$ cat src/design/picd_pkg.sv
// Purpose: shared constants and types for the priority interrupt command decoder
// Assumes: 8-bit host bus qualified by one register select line
// Notes:   field positions and command codes of the command words
package picd_pkg;
	localparam int          PICD_NUM_LEVELS   = 8;
	localparam int          PICD_SYNC_STAGES  = 3;
	// first init byte fields
	localparam int          PICD_INIT_FLAG_BIT = 4;
	localparam int          PICD_SPACING_BIT   = 2;
	localparam int          PICD_SINGLE_BIT    = 1;
	// command class from bits 4..3 on select-low writes
	localparam logic [1:0]  PICD_CLASS_SERVICE = 2'h0;
	localparam logic [1:0]  PICD_CLASS_READ    = 2'h1;
	// service / priority word codes in bits 7..5
	localparam logic [2:0]  PICD_SVC_END       = 3'h1;
	localparam logic [2:0]  PICD_SVC_SPEC_END  = 3'h3;
	localparam logic [2:0]  PICD_SVC_ROT_END   = 3'h5;
	localparam logic [2:0]  PICD_SVC_ROT_SET   = 3'h6;
	localparam logic [2:0]  PICD_SVC_ROT_SPEC  = 3'h7;
	// read-mode word fields
	localparam int          PICD_SPMASK_EN_BIT  = 6;
	localparam int          PICD_SPMASK_VAL_BIT = 5;
	localparam int          PICD_POLL_BIT      = 2;
	localparam int          PICD_STAT_EN_BIT   = 1;
	localparam int          PICD_STAT_SEL_BIT  = 0;
	localparam int          PICD_PENDING_BIT   = 7;
	localparam logic [7:0]  PICD_MASK_RESET    = 8'h00;
	localparam logic [7:0]  PICD_BYTE_ZERO     = 8'h00;
	localparam logic [2:0]  PICD_BOTTOM_RESET  = 3'h7;

	typedef enum logic [1:0] {
		PICD_ST_WAIT_FIRST,
		PICD_ST_WAIT_VECTOR,
		PICD_ST_WAIT_CASCADE,
		PICD_ST_READY
	} picd_init_state_t;

	// host bus pins after synchronisation
	typedef struct packed {
		logic       wr_n;
		logic       rd_n;
		logic       ack_n;
		logic       sel;
	} picd_bus_t;

	typedef struct packed {
		picd_init_state_t init_state;
		logic [7:0]       vector_low;
		logic [7:0]       vector_high;
		logic             spacing_four;
		logic             single_mode;
		logic [7:0]       cascade_map;
		logic [2:0]       slave_identity;
		logic             cascade_err;
		logic [7:0]       mask_register;
		logic [7:0]       request_register;
		logic [7:0]       in_service_register;
		logic [2:0]       bottom_level;
		logic             special_mask_mode;
		logic             status_select_bit;
		logic             poll_armed;
		logic [7:0]       read_data;
		logic             read_oe;
		picd_bus_t        prev_bus;
	} picd_state_t;
endpackage : picd_pkg
$ cat src/design/picd_decoder.sv
// Purpose: command word decoder of an eight input priority interrupt controller
// Assumes: strobes and requests arrive asynchronously; host holds data steady across a write
// Notes:   writes act on the trailing edge of the write strobe; reads drive while the strobe is low
// Operation
// - select-low bit4 write is first init byte
// - bit2 picks four or eight byte spacing
// - bit1 clear means cascaded, third byte follows
// - second init byte gives vector bits 15..8
// - master third byte maps slave inputs
// - slave third byte carries three-bit identity
// - master when select pin high
// - select-high write loads mask, read returns it
// - non-specific and specific end of service
// - automatic rotate at end of service
// - specific end plus bottom priority set
// - set bottom priority without clearing service
// - read-mode word sets or resets special mask
// - poll word turns next select-low read into acknowledge
// - poll byte: pending flag plus level code
// - status select kept until changed
`timescale 1ns/1ps
module picd_decoder (
	// clock and reset
	input  wire logic                  mclk_in,
	input  wire logic                  reset_n_in,
	// host bus
	input  wire logic                  write_n_in,
	input  wire logic                  read_n_in,
	input  wire logic                  register_select_line_in,
	input  wire logic [7:0]            data_in,
	output logic      [7:0]            data_out,
	output logic                       data_oe_out,
	// acknowledge and requests
	input  wire logic                  interrupt_acknowledge_strobe_n_in,
	input  wire logic [7:0]            request_input_in,
	input  wire logic                  master_slave_select_pin_in,
	// decoded configuration
	output logic      [15:0]           vector_base_out,
	output logic                       spacing_four_out,
	output logic                       single_mode_out,
	output logic      [7:0]            cascade_map_out,
	output logic      [2:0]            slave_identity_out,
	output logic                       cascade_error_out,
	output logic                       init_done_out,
	output logic      [7:0]            in_service_out,
	output logic      [2:0]            bottom_level_out,
	output logic                       special_mask_mode_out
);
	import picd_pkg::*;

	// ************
	// synchronisers
	// ************
	logic [PICD_SYNC_STAGES-1:0] sync_wr;
	logic [PICD_SYNC_STAGES-1:0] sync_rd;
	logic [PICD_SYNC_STAGES-1:0] sync_ack;
	logic [PICD_SYNC_STAGES-1:0] sync_sel;
	logic [PICD_SYNC_STAGES-1:0] sync_ms;
	logic [7:0]                  sync_req [PICD_SYNC_STAGES];
	logic [7:0]                  sync_data [PICD_SYNC_STAGES];

	always_ff @(posedge mclk_in or negedge reset_n_in) begin
		if (!reset_n_in) begin
			sync_wr  <= '1;
			sync_rd  <= '1;
			sync_ack <= '1;
			sync_sel <= '0;
			sync_ms  <= '1;
			for (int i = 0; i < PICD_SYNC_STAGES; i++) begin
				sync_req[i]  <= PICD_BYTE_ZERO;
				sync_data[i] <= PICD_BYTE_ZERO;
			end
		end else begin
			sync_wr  <= {sync_wr[PICD_SYNC_STAGES-2:0], write_n_in};
			sync_rd  <= {sync_rd[PICD_SYNC_STAGES-2:0], read_n_in};
			sync_ack <= {sync_ack[PICD_SYNC_STAGES-2:0], interrupt_acknowledge_strobe_n_in};
			sync_sel <= {sync_sel[PICD_SYNC_STAGES-2:0], register_select_line_in};
			sync_ms  <= {sync_ms[PICD_SYNC_STAGES-2:0], master_slave_select_pin_in};
			sync_req[0]  <= request_input_in;
			sync_data[0] <= data_in;
			for (int i = 1; i < PICD_SYNC_STAGES; i++) begin
				sync_req[i]  <= sync_req[i-1];
				sync_data[i] <= sync_data[i-1];
			end
		end
	end

	// ************
	// helpers
	// ************
	function automatic logic [7:0] picd_onehot(input logic [2:0] lvl);
		picd_onehot = 8'h01 << lvl;
	endfunction : picd_onehot

	// highest priority set bit, lowest priority level is bottom
	function automatic logic [3:0] picd_highest(input logic [7:0] bits, input logic [2:0] bottom);
		logic [2:0] lvl;
		picd_highest = 4'h0;
		for (int k = PICD_NUM_LEVELS - 1; k >= 0; k--) begin
			lvl = 3'(bottom + 3'(k + 1));
			if (bits[lvl]) begin
				picd_highest = {1'b1, lvl};
			end
		end
	endfunction : picd_highest

	// ************
	// filtered bus view
	// ************
	picd_state_t state;
	picd_state_t next_state;
	picd_bus_t   bus_now;
	logic        is_master;
	logic [7:0]  wdata;
	logic [7:0]  req_now;

	// changes count when stages two and three agree
	always_comb begin
		bus_now.wr_n  = (sync_wr[1] == sync_wr[2]) ? sync_wr[2] : state.prev_bus.wr_n;
		bus_now.rd_n  = (sync_rd[1] == sync_rd[2]) ? sync_rd[2] : state.prev_bus.rd_n;
		bus_now.ack_n = (sync_ack[1] == sync_ack[2]) ? sync_ack[2] : state.prev_bus.ack_n;
		bus_now.sel   = (sync_sel[1] == sync_sel[2]) ? sync_sel[2] : state.prev_bus.sel;
		wdata         = sync_data[2];
		req_now       = sync_req[2];
	end

	assign is_master = sync_ms[2];

	// ************
	// main state
	// ************
	logic        wr_done;
	logic        rd_start;
	logic        ack_start;
	logic [3:0]  hi_req;
	logic [3:0]  hi_svc;
	logic [7:0]  pending;

	assign wr_done   = !state.prev_bus.wr_n && bus_now.wr_n;
	assign rd_start  = state.prev_bus.rd_n && !bus_now.rd_n;
	assign ack_start = state.prev_bus.ack_n && !bus_now.ack_n;
	assign pending   = state.request_register & ~state.mask_register;
	assign hi_req    = picd_highest(pending, state.bottom_level);
	assign hi_svc    = picd_highest(state.in_service_register, state.bottom_level);

	always_comb begin
		next_state          = state;
		next_state.prev_bus = bus_now;
		// requests latched, held by source until acknowledge
		next_state.request_register = state.request_register | req_now;
		if (wr_done && !state.prev_bus.sel && wdata[PICD_INIT_FLAG_BIT]) begin
			next_state.init_state        = PICD_ST_WAIT_VECTOR;
			next_state.vector_low        = {wdata[7:5], 5'h00};
			next_state.spacing_four      = wdata[PICD_SPACING_BIT];
			next_state.single_mode       = wdata[PICD_SINGLE_BIT];
			next_state.mask_register     = PICD_MASK_RESET;
			next_state.in_service_register = PICD_BYTE_ZERO;
			next_state.bottom_level      = PICD_BOTTOM_RESET;
			next_state.special_mask_mode = 1'b0;
			next_state.status_select_bit = 1'b0;
			next_state.poll_armed        = 1'b0;
		end else if (wr_done && state.prev_bus.sel) begin
			unique case (state.init_state)
				PICD_ST_WAIT_FIRST: begin
					next_state.init_state = PICD_ST_WAIT_FIRST;
				end
				PICD_ST_WAIT_VECTOR: begin
					next_state.vector_high = wdata;
					next_state.init_state  = state.single_mode ? PICD_ST_READY : PICD_ST_WAIT_CASCADE;
				end
				PICD_ST_WAIT_CASCADE: begin
					if (is_master) begin
						next_state.cascade_map = wdata;
					end else begin
						// slave identity, upper bits must be zero
						next_state.slave_identity = wdata[2:0];
						next_state.cascade_err    = |wdata[7:3];
					end
					next_state.init_state = PICD_ST_READY;
				end
				PICD_ST_READY: begin
					next_state.mask_register = wdata;
				end
			endcase
		end else if (wr_done && state.init_state == PICD_ST_READY) begin
			if (wdata[4:3] == PICD_CLASS_SERVICE) begin
				unique case (wdata[7:5])
					PICD_SVC_END: begin
						if (hi_svc[3])
							next_state.in_service_register = state.in_service_register & ~picd_onehot(hi_svc[2:0]);
					end
					PICD_SVC_SPEC_END: begin
						next_state.in_service_register = state.in_service_register & ~picd_onehot(wdata[2:0]);
					end
					PICD_SVC_ROT_END: begin
						if (hi_svc[3]) begin
							next_state.in_service_register = state.in_service_register & ~picd_onehot(hi_svc[2:0]);
							next_state.bottom_level = hi_svc[2:0];
						end
					end
					PICD_SVC_ROT_SET: begin
						next_state.bottom_level = wdata[2:0];
					end
					PICD_SVC_ROT_SPEC: begin
						next_state.in_service_register = state.in_service_register & ~picd_onehot(wdata[2:0]);
						next_state.bottom_level = wdata[2:0];
					end
					default: begin
						next_state.bottom_level = state.bottom_level;
					end
				endcase
			end else if (wdata[4:3] == PICD_CLASS_READ) begin
				if (wdata[PICD_SPMASK_EN_BIT])
					next_state.special_mask_mode = wdata[PICD_SPMASK_VAL_BIT];
				if (wdata[PICD_STAT_EN_BIT])
					next_state.status_select_bit = wdata[PICD_STAT_SEL_BIT];
				next_state.poll_armed = wdata[PICD_POLL_BIT];
			end
		end
		// read path
		if (rd_start) begin
			next_state.read_oe = 1'b1;
			if (state.prev_bus.sel) begin
				next_state.read_data = state.mask_register;
			end else if (state.poll_armed) begin
				next_state.read_data = {hi_req[3], 4'h0, hi_req[2:0]};
				next_state.poll_armed = 1'b0;
				if (hi_req[3]) begin
					next_state.in_service_register = next_state.in_service_register | picd_onehot(hi_req[2:0]);
					next_state.request_register = req_now | (state.request_register & ~picd_onehot(hi_req[2:0]));
				end
			end else begin
				next_state.read_data = state.status_select_bit ? state.in_service_register : state.request_register;
			end
		end else if (bus_now.rd_n) begin
			next_state.read_oe = 1'b0;
		end
		// acknowledge marks highest request in service
		if (ack_start && hi_req[3] && state.init_state == PICD_ST_READY) begin
			next_state.in_service_register = next_state.in_service_register | picd_onehot(hi_req[2:0]);
			next_state.request_register = req_now | (state.request_register & ~picd_onehot(hi_req[2:0]));
		end
	end

	always_ff @(posedge mclk_in or negedge reset_n_in) begin
		if (!reset_n_in) begin
			state                     <= '0;
			state.init_state          <= PICD_ST_WAIT_FIRST;
			state.single_mode         <= 1'b1;
			state.bottom_level        <= PICD_BOTTOM_RESET;
			state.mask_register       <= PICD_MASK_RESET;
			state.prev_bus            <= '{wr_n: 1'b1, rd_n: 1'b1, ack_n: 1'b1, sel: 1'b0};
		end else begin
			state <= next_state;
		end
	end

	// ************
	// outputs
	// ************
	assign data_out              = state.read_data;
	assign data_oe_out           = state.read_oe;
	assign vector_base_out       = {state.vector_high, state.vector_low};
	assign spacing_four_out      = state.spacing_four;
	assign single_mode_out       = state.single_mode;
	assign cascade_map_out       = state.cascade_map;
	assign slave_identity_out    = state.slave_identity;
	assign cascade_error_out     = state.cascade_err;
	assign init_done_out         = state.init_state == PICD_ST_READY;
	assign in_service_out        = state.in_service_register;
	assign bottom_level_out      = state.bottom_level;
	assign special_mask_mode_out = state.special_mask_mode;

	// ************
	// assertions
	// ************
	AST_FIRST_BYTE: assert property (@(posedge mclk_in) disable iff (!reset_n_in)
		(wr_done && !state.prev_bus.sel && wdata[4]) |=> (state.init_state == PICD_ST_WAIT_VECTOR))
		else $error("first init byte not taken");
	AST_SPACING: assert property (@(posedge mclk_in) disable iff (!reset_n_in)
		(wr_done && !state.prev_bus.sel && wdata[4]) |=> (spacing_four_out == $past(wdata[2])))
		else $error("spacing bit wrong");
	AST_SINGLE_SKIP: assert property (@(posedge mclk_in) disable iff (!reset_n_in)
		(state.init_state == PICD_ST_WAIT_VECTOR && wr_done && state.prev_bus.sel && state.single_mode)
		|=> init_done_out)
		else $error("single mode did not skip third byte");
	AST_VECTOR_HIGH: assert property (@(posedge mclk_in) disable iff (!reset_n_in)
		(state.init_state == PICD_ST_WAIT_VECTOR && wr_done && state.prev_bus.sel)
		|=> (vector_base_out[15:8] == $past(wdata)))
		else $error("vector high not loaded");
	AST_SLAVE_ERR: assert property (@(posedge mclk_in) disable iff (!reset_n_in)
		(state.init_state == PICD_ST_WAIT_CASCADE && wr_done && state.prev_bus.sel && !is_master)
		|=> (cascade_error_out == |$past(wdata[7:3])))
		else $error("slave identity check wrong");
	AST_MASK_LOAD: assert property (@(posedge mclk_in) disable iff (!reset_n_in)
		(init_done_out && wr_done && state.prev_bus.sel && !(!state.prev_bus.sel))
		|=> (state.mask_register == $past(wdata)))
		else $error("mask not loaded");
	AST_ROT_SET: assert property (@(posedge mclk_in) disable iff (!reset_n_in)
		(init_done_out && wr_done && !state.prev_bus.sel && wdata[7:3] == 5'h18)
		|=> (bottom_level_out == $past(wdata[2:0])) && $stable(in_service_out))
		else $error("rotate set misbehaved");
	AST_SPECIAL_MASK: assert property (@(posedge mclk_in) disable iff (!reset_n_in)
		(init_done_out && wr_done && !state.prev_bus.sel && wdata[6:3] == 4'hD)
		|=> special_mask_mode_out)
		else $error("special mask not set");
	AST_POLL_ONCE: assert property (@(posedge mclk_in) disable iff (!reset_n_in)
		(rd_start && !state.prev_bus.sel && state.poll_armed) |=> !state.poll_armed)
		else $error("poll not single use");
	COV_CASCADE: cover property (@(posedge mclk_in) state.init_state == PICD_ST_WAIT_CASCADE ##1 init_done_out);
	COV_POLL: cover property (@(posedge mclk_in) rd_start && state.poll_armed && hi_req[3]);
	COV_ACK: cover property (@(posedge mclk_in) ack_start && hi_req[3]);
endmodule : picd_decoder

$ cat config.mk
export PLATFORM = sky130hd
export DESIGN_NAME = picd_decoder
export DESIGN_NICKNAME = d
export VERILOG_FILES = /design/src/design/picd_pkg.sv /design/src/design/picd_decoder.sv
export SDC_FILE = /design/constraint.sdc
export NUM_CORES = 1
export LEC_CHECK = 0
export BUFFER_PORTS_ARGS = -buffer_cell sky130_fd_sc_hd__buf_2
export CAP_MARGIN = 20
export CORE_ASPECT_RATIO = 0.8
export CORE_MARGIN = 2
export CORE_UTILIZATION = 37
export DETAILED_ROUTE_END_ITERATION = 8
export SYNTH_ARGS = -nofsm -noshare
export SYNTH_HDL_FRONTEND = slang
export SYNTH_SLANG_ARGS = --single-unit
$ cat constraint.sdc
create_clock -name mclk_in -period 6.75 [get_ports mclk_in]
set_input_delay 0.675 -clock mclk_in [delete_from_list [all_inputs] [get_ports mclk_in]]
set_output_delay 0.675 -clock mclk_in [all_outputs]
set_load 0.02 [all_outputs]
# After elaboration in Yosys (flattened, before gate mapping)
# Index checks and enable logic that the tools add are counted.
[word_totals] reg_bits=133 inputBits=23 out_inout_bits=52 elab_cells=199
[classes] addsub=7 magnitude_cmp=8 n_eq_ne=16 shift=3 n_mux=83 n_bitwise=14 n_reduce_logical=36
[ops] cell="$mux W16" n=5
[ops] cell="$mux W4" n=16
[ops] cell="$mux W8" n=7
[ops] cell="$bmux W1 S3" n=16
[ops] cell="$mux W14" n=3
[ops] cell="$and A8 B8 Y8" n=4
[ops] cell="$lt A3 B4 Y1 const B" n=8
[ops] cell="$not A8 Y8" n=4
[ops] cell="$or A8 B8 Y8" n=4
[ops] cell="$mux W1" n=26
[ops] cell="$pmux W8 S3" n=1
[ops] cell="$shl A1 B3 Y8 const A" n=3
[ops] cell="$mux W11" n=2
[ops] cell="$reduce_bool A2 Y1" n=8
[ops] cell="$reduce_and A5 Y1" n=3
[ops] cell="$add A3 B3 Y3 const B" n=4
[ops] cell="$eq A3 B3 Y1 const B" n=3
[ops] cell="$logic_and A1 B1 Y1" n=9
[ops] cell="$mux W9" n=1
[ops] cell="$reduce_and A4 Y1" n=2
[ops] cell="$add A3 B2 Y3 const B" n=2
[ops] cell="$mux W3" n=2
[ops] cell="$pmux W2 S3" n=1
[ops] cell="$pmux W3 S2" n=1
[ops] cell="18 further kinds" n=32

# Depth between registers and ports, before layout
# Gate-level depths: netlist of the first run.
[logic_depth] depth_word=26 depth_mapped=13 mapped_depth_nobuf=10

# Least setup slack after synthesis of the first run
# Ideal clock, no wire load.
[synth_timing] kind="register to register" from="register state, in the netlist bottom_level_out[1]" to="register state, in the netlist in_service_out[5]" setup_ns=0.131 t_arrival_ns=3.502 required_ns=6.619 slack_ns=3.117 path_stages_with_launch=12 path_buffers=2 synth_period_minus_slack_ns=3.633 cell_sequence="dfstp_2 buf_4 clkinv_1 ha_1 buf_2 mux2_2 mux4_2 o32a_1 nand3b_1 a21oi_2 a21oi_1 or3_1"
[synth_lines] element="start: declaration" line="picd_decoder.sv:110" rtl="picd_state_t state;"
[synth_lines] element="start signal: assignment" line="picd_decoder.sv:254" rtl="state <= next_state;"

==> results.md, run 1 <==
- Grt ovf: 0
- Fin. Hold Viols: 0
- Async SR Flop Fraction: 1.000
- Clock Sink Count: 133
- Worst skew pair latency: slightly above 0.4 ns
- Hold buffer count at cts: 0
- Worst EP arrival: 5.02 ns
- Full die area: 0.02066 mm2
- Hold crit path type: register to register
- Final Max Tran Viols: 0
- Status: finished, final reports clean
- Share of layout cells above drive strength 1: 0.2630
- CP Data Required Time: 7.03 ns
- Routability cong.: ~0.86
- First-pass GRT wire length: between 20 and 30 mm
- Count leader, synth: dfrtp_1
- Cell count after synthesis: 665
- Slowest stage delay, CP: 0.95 ns
- Area grow syn2layout: 11.64%
- Kind of critical path: register to register
- Core Area: approximately 0.019 mm2
- Seq pwr share: 0.306
- Sequential area share after synthesis: 0.4641
- CP max FO: 30
- ANT nets after route: 0
- Min Tclk post-route: about 4.7 ns
- Drt drc: 0
- Post-CTS sizing: 0
- Combinational power share: 0.424
- DP HPWL: approximately 13 mm
- Max frequency: ~0.21 GHz
- Top post-synthesis cells by area: dfrtp_1 (40%), mux4_2 (7.8%), dfstp_2 (6.9%), buf_4 (5.1%), mux2_2 (3.9%)
- Yosys Warn Count: 0
- Clock share of power: 0.270
- Post-synth top flop: dfrtp_1
- Worst R2R End: in_service_out[5]
- Cell taking the most area after synthesis: dfrtp_1
- Sw Share: 0.3937
- Post-route design area: slightly above 0.008 mm2
- Post-Place Cells: 918
- Vias per cell: roughly 5.6
- Slew @ Worst Pin: 0.8480 ns
- Worst hold margin: around 0.34 ns
- IO Port Bufs: 69
- Antenna violations before repair: 0
- Worst relative slew slack: 0.4346
- Net Sw Power: 1.431 mW
- # H-tree levels: 4
- Rows: 45
- Largest net degree at the start of global routing: 69
- Syn Std Cell Area: about 0.0072 mm2
- Final setup vio count: 0
- Routed WL: 17.74 mm
- Placed Area: between 0.007 and 0.008 mm2
- Yosys cell types: between 70 and 80
- Critical path endpoint category: register
- Final layout net count: 708
- Total negative slack: 0 ns
- Fin cells: between 900 and 1000
- HP Start: sync_data[11]
- Root Buffer: clkbuf_16
- Vias in the first global route: 5248
- Final Cycle Share: 0.7026
- Synth Register Bits: 133
- 1st-pass router iterations: 5
- R2R setup slack: between 2 and 2.5 ns
- Mean instance size in the synthesized netlist: 10.86 um2
- DRT iter0 DRCs: 434
- Worst Hold Depth: 0
- Antenna diode count: 0
- CTS tree: done
- Crit Reg-Reg Startpoint: bottom_level_out[1]
- Power density over the cells: approximately 450 mW/mm2
- Synth top area share: 0.3950
- Hold-critical path endpoint: wdata[3]
- Number of flops mapped to enable cells by yosys: 0
- Worst-case reg-to-reg path depth: 9
- Gr usage total: 0.1772
- Maxcap violations: 0
- Post-CTS Setup Bufs: 0
- Wire length per cell: around 19 um
- Crit path max-delay cell type: dfstp_2
- I/O pin count: 75
- RSZ-0062 raised after global routing: false
- Maximum vdd drop: 0.2056 mV
- Fin util: 0.4237
- Worst-path clk slew: 0.06 ns
- Chip width: 160.2 um
- Initial Utilization: 0.3795
- Commonest cells in the netlist: dfrtp_1 (114), nand2_1 (61), buf_4 (49)
- CP Cell Sequence: clkinv_1 > ha_1 > mux2_2 > mux4_2 > o32a_1 > nand3b_1 > a21oi_2 > a21oi_1 > or3_1
- Longest Clk Path Bufs: 2
- Die Ht: roughly 130 um
- CTS Buf Count: 17
- DR vias: between 5000 and 6000
- Setup crit start kind: register
- Int Pwr: about 2.2 mW
- Lkg Pwr: between 3 and 4 nW
- Layout Skew: between 0.01 and 0.015 ns
## sequential cells by signal, indices dropped and copies added, names as in the netlist, 8 cells and up
| name | flops |
|---|---|
| wdata | 8 |
| sync_data | 16 |
| cascade_map_out | 8 |
| data_out | 8 |
| req_now | 8 |
| vector_base_out | 11 |
| sync_req | 16 |
| state | 24 |
| in_service_out | 8 |
## layout by cell type, fill, tap and decap left out, types with 13 or more instances in the layout
cell,count
dfrtp_1,114
buf_2,68
nand2_1,61
nor2_1,35
o21ai_0,33
mux4_2,25
mux2_2,25
a21oi_1,23
nand3_1,22
dfstp_2,19
mux2i_1,17
clkbuf_16,17
nor2b_1,13
## stage by stage
step | setup WS [ns] | power (mW)
after floorplan | 3.117 | 2.315
after global placement | 2.131 | 2.607
after detailed placement | 2.046 | 2.642
after CTS | 2.039 | 3.639
after global routing | 1.683 | 3.843
final | 2.008 | 3.635
## routing by layer
layer	global-route usage	up-vias	wire length, um
met5	0	-	0
met4	0.05988	0	284
met3	0.04288	26	1324
met2	0.2806	231	8343
met1	0.2413	2659	7787
li1	-	2434	-
## layout make-up
| cell class | instances | area (um2) |
|---|---|---|
| Clock buffer | 21 | 470.5 |
| Fill cell | 1857 | 10970 |
| Inverter | 15 | 63.81 |
| Sequential cell | 133 | 3352 |
| Tap cell | 258 | 322.8 |
| Multi-Input combinational cell | 441 | 3318 |
| Clock inverter | 11 | 172.7 |
| Timing Repair Buffer | 71 | 362.8 |
## power groups by stage
stage | combinational [mW] | clock (mW) | sequential [mW]
floorplan | 1.29 | 0 | 1.02
global placement | 1.49 | 0 | 1.12
detailed placement | 1.52 | 0 | 1.12
CTS | 1.52 | 1.00 | 1.11
global route | 1.67 | 1.04 | 1.13
finish | 1.54 | 0.983 | 1.11
## critical path, delay by kind of cell (launching register included)
family          cells  cell delay (ns)
fa+ha+maj           1             0.89
flops               1             0.95
buf+inv             1             0.45
simple gates        2             0.53
compound gates      3             0.87
mux                 2             0.93
## kinds of logic (layout without fill, tap and decap cells)
kind of cell    after synthesis  in the layout  synth area share
xor+xnor                      4              4          0.006932
fa+ha+maj                     9              9           0.01455
flops                       133            133            0.4641
mux                          70             70            0.1499
buf+inv                      95            118           0.07848
other cells                   1              5         0.0005193
simple gates                198            198            0.1370
compound gates              155            155            0.1485
## worst max-delay path by stage
stage / slack [ns] / start / cells after the start / endpoint
final: 2.01 / bottom_level_out[1] / 9 / in_service_out[5]
after global placement: 2.13 / bottom_level_out[1] / 9 / in_service_out[5]
after floorplan: 3.12 / bottom_level_out[1] / 11 / in_service_out[5]
after CTS: 2.04 / bottom_level_out[1] / 9 / in_service_out[5]
after global routing: 1.68 / bottom_level_out[1] / 10 / in_service_out[1]
after detailed placement: 2.05 / bottom_level_out[1] / 9 / in_service_out[5]
(Power assumes the default switching activity.)
==> inputs of run 2 (changes only) <==
Clock period 6.75 ns to 4 ns, I/O delays scaled along.
==> results.md, run 2 (same netlist as run 1, synthesis figures left out) <==
- Final layout net count: 718 (was 708)
- Maxcap violations: 0 (unchanged)
- Root Buffer: clkbuf_16 (unchanged)
- Max frequency: 0.2732 GHz (was 0.2109 GHz)
- Final setup vio count: 0 (unchanged)
- Antenna violations before repair: 0 (unchanged)
- Chip width: 160.2 um (unchanged)
- CP Data Required Time: 4.35 ns (was 7.03 ns)
- Placed Area: 0.007495 mm2 (was 0.007420 mm2)
- Share of layout cells above drive strength 1: 0.2707 (was 0.2630)
- Vias per cell: 5.589 (was 5.632)
- Grt ovf: 0 (unchanged)
- Maximum vdd drop: 0.3228 mV (was 0.2056 mV)
- Vias in the first global route: 5352 (was 5248)
- Largest net degree at the start of global routing: 64 (was 69)
- RSZ-0062 raised after global routing: false (unchanged)
- Routed WL: 18.06 mm (was 17.74 mm)
- Largest register by flop count: state (unchanged)
- Clock Sink Count: 133 (unchanged)
- Lkg Pwr: 3.500 nW (was 3.445 nW)
- Rows: 45 (unchanged)
- Status: finished, final reports clean (unchanged)
- Most frequent cells in the layout: dfrtp_1 (114), buf_2 (68), nand2_1 (61) (unchanged)
- Worst relative slew slack: 0.4868 (was 0.4346)
- Core Area: 0.01903 mm2 (unchanged)
- Fin. Hold Viols: 0 (unchanged)
- IO Port Bufs: 69 (unchanged)
- Most common cell after layout, fill and taps aside: dfrtp_1 (unchanged)
- Post-route design area: 0.008170 mm2 (was 0.008063 mm2)
- Antenna diode count: 0 (unchanged)
- CTS Buf Count: 17 (unchanged)
- Slew @ Worst Pin: 0.7697 ns (was 0.8480 ns)
- Fill count: 1811 (was 1857)
- Critical path endpoint category: register (unchanged)
- Kind of critical path: register to register (unchanged)
- CP max FO: 11 (was 30)
- Max reg flops: 24 (unchanged)
- Final Cycle Share: 0.9152 (was 0.7026)
- Drt drc: 0 (unchanged)
- Routability cong.: 0.9306 (was 0.8626)
- Final Max Tran Viols: 0 (unchanged)
- Power density over the cells: 763.8 mW/mm2 (was 450.9 mW/mm2)
- Worst skew pair latency: 0.41 ns (about the same)
- I/O pin count: 75 (unchanged)
- # H-tree levels: 4 (unchanged)
- ANT nets after route: 0 (unchanged)
- 1st-pass router iterations: 5 (unchanged)
- DP HPWL: 12.97 mm (was 12.68 mm)
- Total negative slack: 0 ns (unchanged)
- Worst EP arrival: 4.01 ns (was 5.02 ns)
- Hold buffer count at cts: 0 (unchanged)
- Hold crit path type: input port to async pin (was register to register)
- Full die area: 0.02066 mm2 (unchanged)
- Die Ht: 129.0 um (unchanged)
- Layout Skew: 0.006933 ns (was 0.01296 ns)
- Wire length per cell: 18.81 um (was 18.67 um)
- Area grow syn2layout: 13.13% (was 11.64%)
- Setup crit start kind: register (unchanged)
- DR vias: 5365 (was 5350)
- Initial Utilization: 0.3795 (unchanged)
- Gr usage total: 0.1815 (was 0.1772)
- Biggest regs: state: 24 flops, sync_data: 16 flops, sync_req: 16 flops (unchanged)
- DRT iter0 DRCs: 445 (was 434)
- Worst-path clk slew: 0.06 ns (about the same)
- Area of the multi-input gates: 0.003318 mm2 (unchanged)
- Min Tclk post-route: 3.661 ns (was 4.742 ns)
- Register Area: 0.003352 mm2 (unchanged)
- First-pass GRT wire length: 29.33 mm (was 28.71 mm)
- Longest Clk Path Bufs: 2 (unchanged)
- CTS tree: done (unchanged)
==> run 2: final timing paths <==
| path | from | slack (ns) | endpoint | cells after the start |
|---|---|---|---|---|
| setup / recovery | bottom_level_out[0] | 0.34 | in_service_out[4] | 10 |
| hold / removal | reset_n_in | 0.08 | sync_data[22] | 1 |
| setup reg to reg | bottom_level_out[0] | 0.34 | in_service_out[4] | 10 |
| hold reg to reg | sync_data[11] | 0.34 | wdata[3] | 0 |
| max in group asynchronous | reset_n_in | 3.07 | sync_rd[2] | 2 |
| min in group mclk_in | master_slave_select_pin_in | 0.09 | sync_ms[0] | 1 |
==> run 2: worst max-delay path: stages (launching register included) <==
cell      delay (ns)
dfstp_2         0.59
inv_8           0.07
ha_1            0.51
buf_4           0.27
mux4_2          0.36
a211oi_1        0.34
nor2_1          0.11
nor4_1          0.28
o31a_1          0.40
nor4b_1         0.47
or2_1           0.18
==> run 2: final cells by class <==
type / count / area share
Tap cell: 258 / 0.03951
Clock buffer: 21 / 0.05513
Timing Repair Buffer: 81 / 0.05406
Multi-Input combinational cell: 441 / 0.4061
Inverter: 15 / 0.007810
Sequential cell: 133 / 0.4103
Clock inverter: 11 / 0.02711
==> run 2: power breakdown <==
group          internal [mW]  switching (mW)
clock network           1.19           0.556
logic                   1.08            1.57
registers               1.57           0.274
==> run 2: what timing repair did <==
action | 4_1_cts | 5_1_grt
gates resized for setup | 0 | 1
buffers inserted | 0 | 0
endpoints found under the setup margin | 0 | 1
hold endpoints to repair | 0 | 0
==> run 2: per-stage QoR <==
step                setup slack [ns]    util  hold slack, ns  cells  total power [mW]
floorplan                     0.3669       -          0.1044    669             3.907
finish                        0.3392  0.4293         0.08180    960             6.240
global placement              0.3343  0.3938          0.3316    928             4.444
global route                 0.02146  0.4293         0.07717    960             6.606
detailed placement            0.3157  0.3938          0.3347    928             4.481
CTS                           0.2986  0.4291         0.07546    960             6.247
==> run 2: layer usage <==
layer | track usage | vias to the layer above | routed length (um)
met3 | 0.03611 | 25 | 1378
met4 | 0.06094 | 0 | 310
met5 | 0 | - | 0
met1 | 0.2527 | 2656 | 8002
met2 | 0.2870 | 232 | 8368
li1 | - | 2452 | -
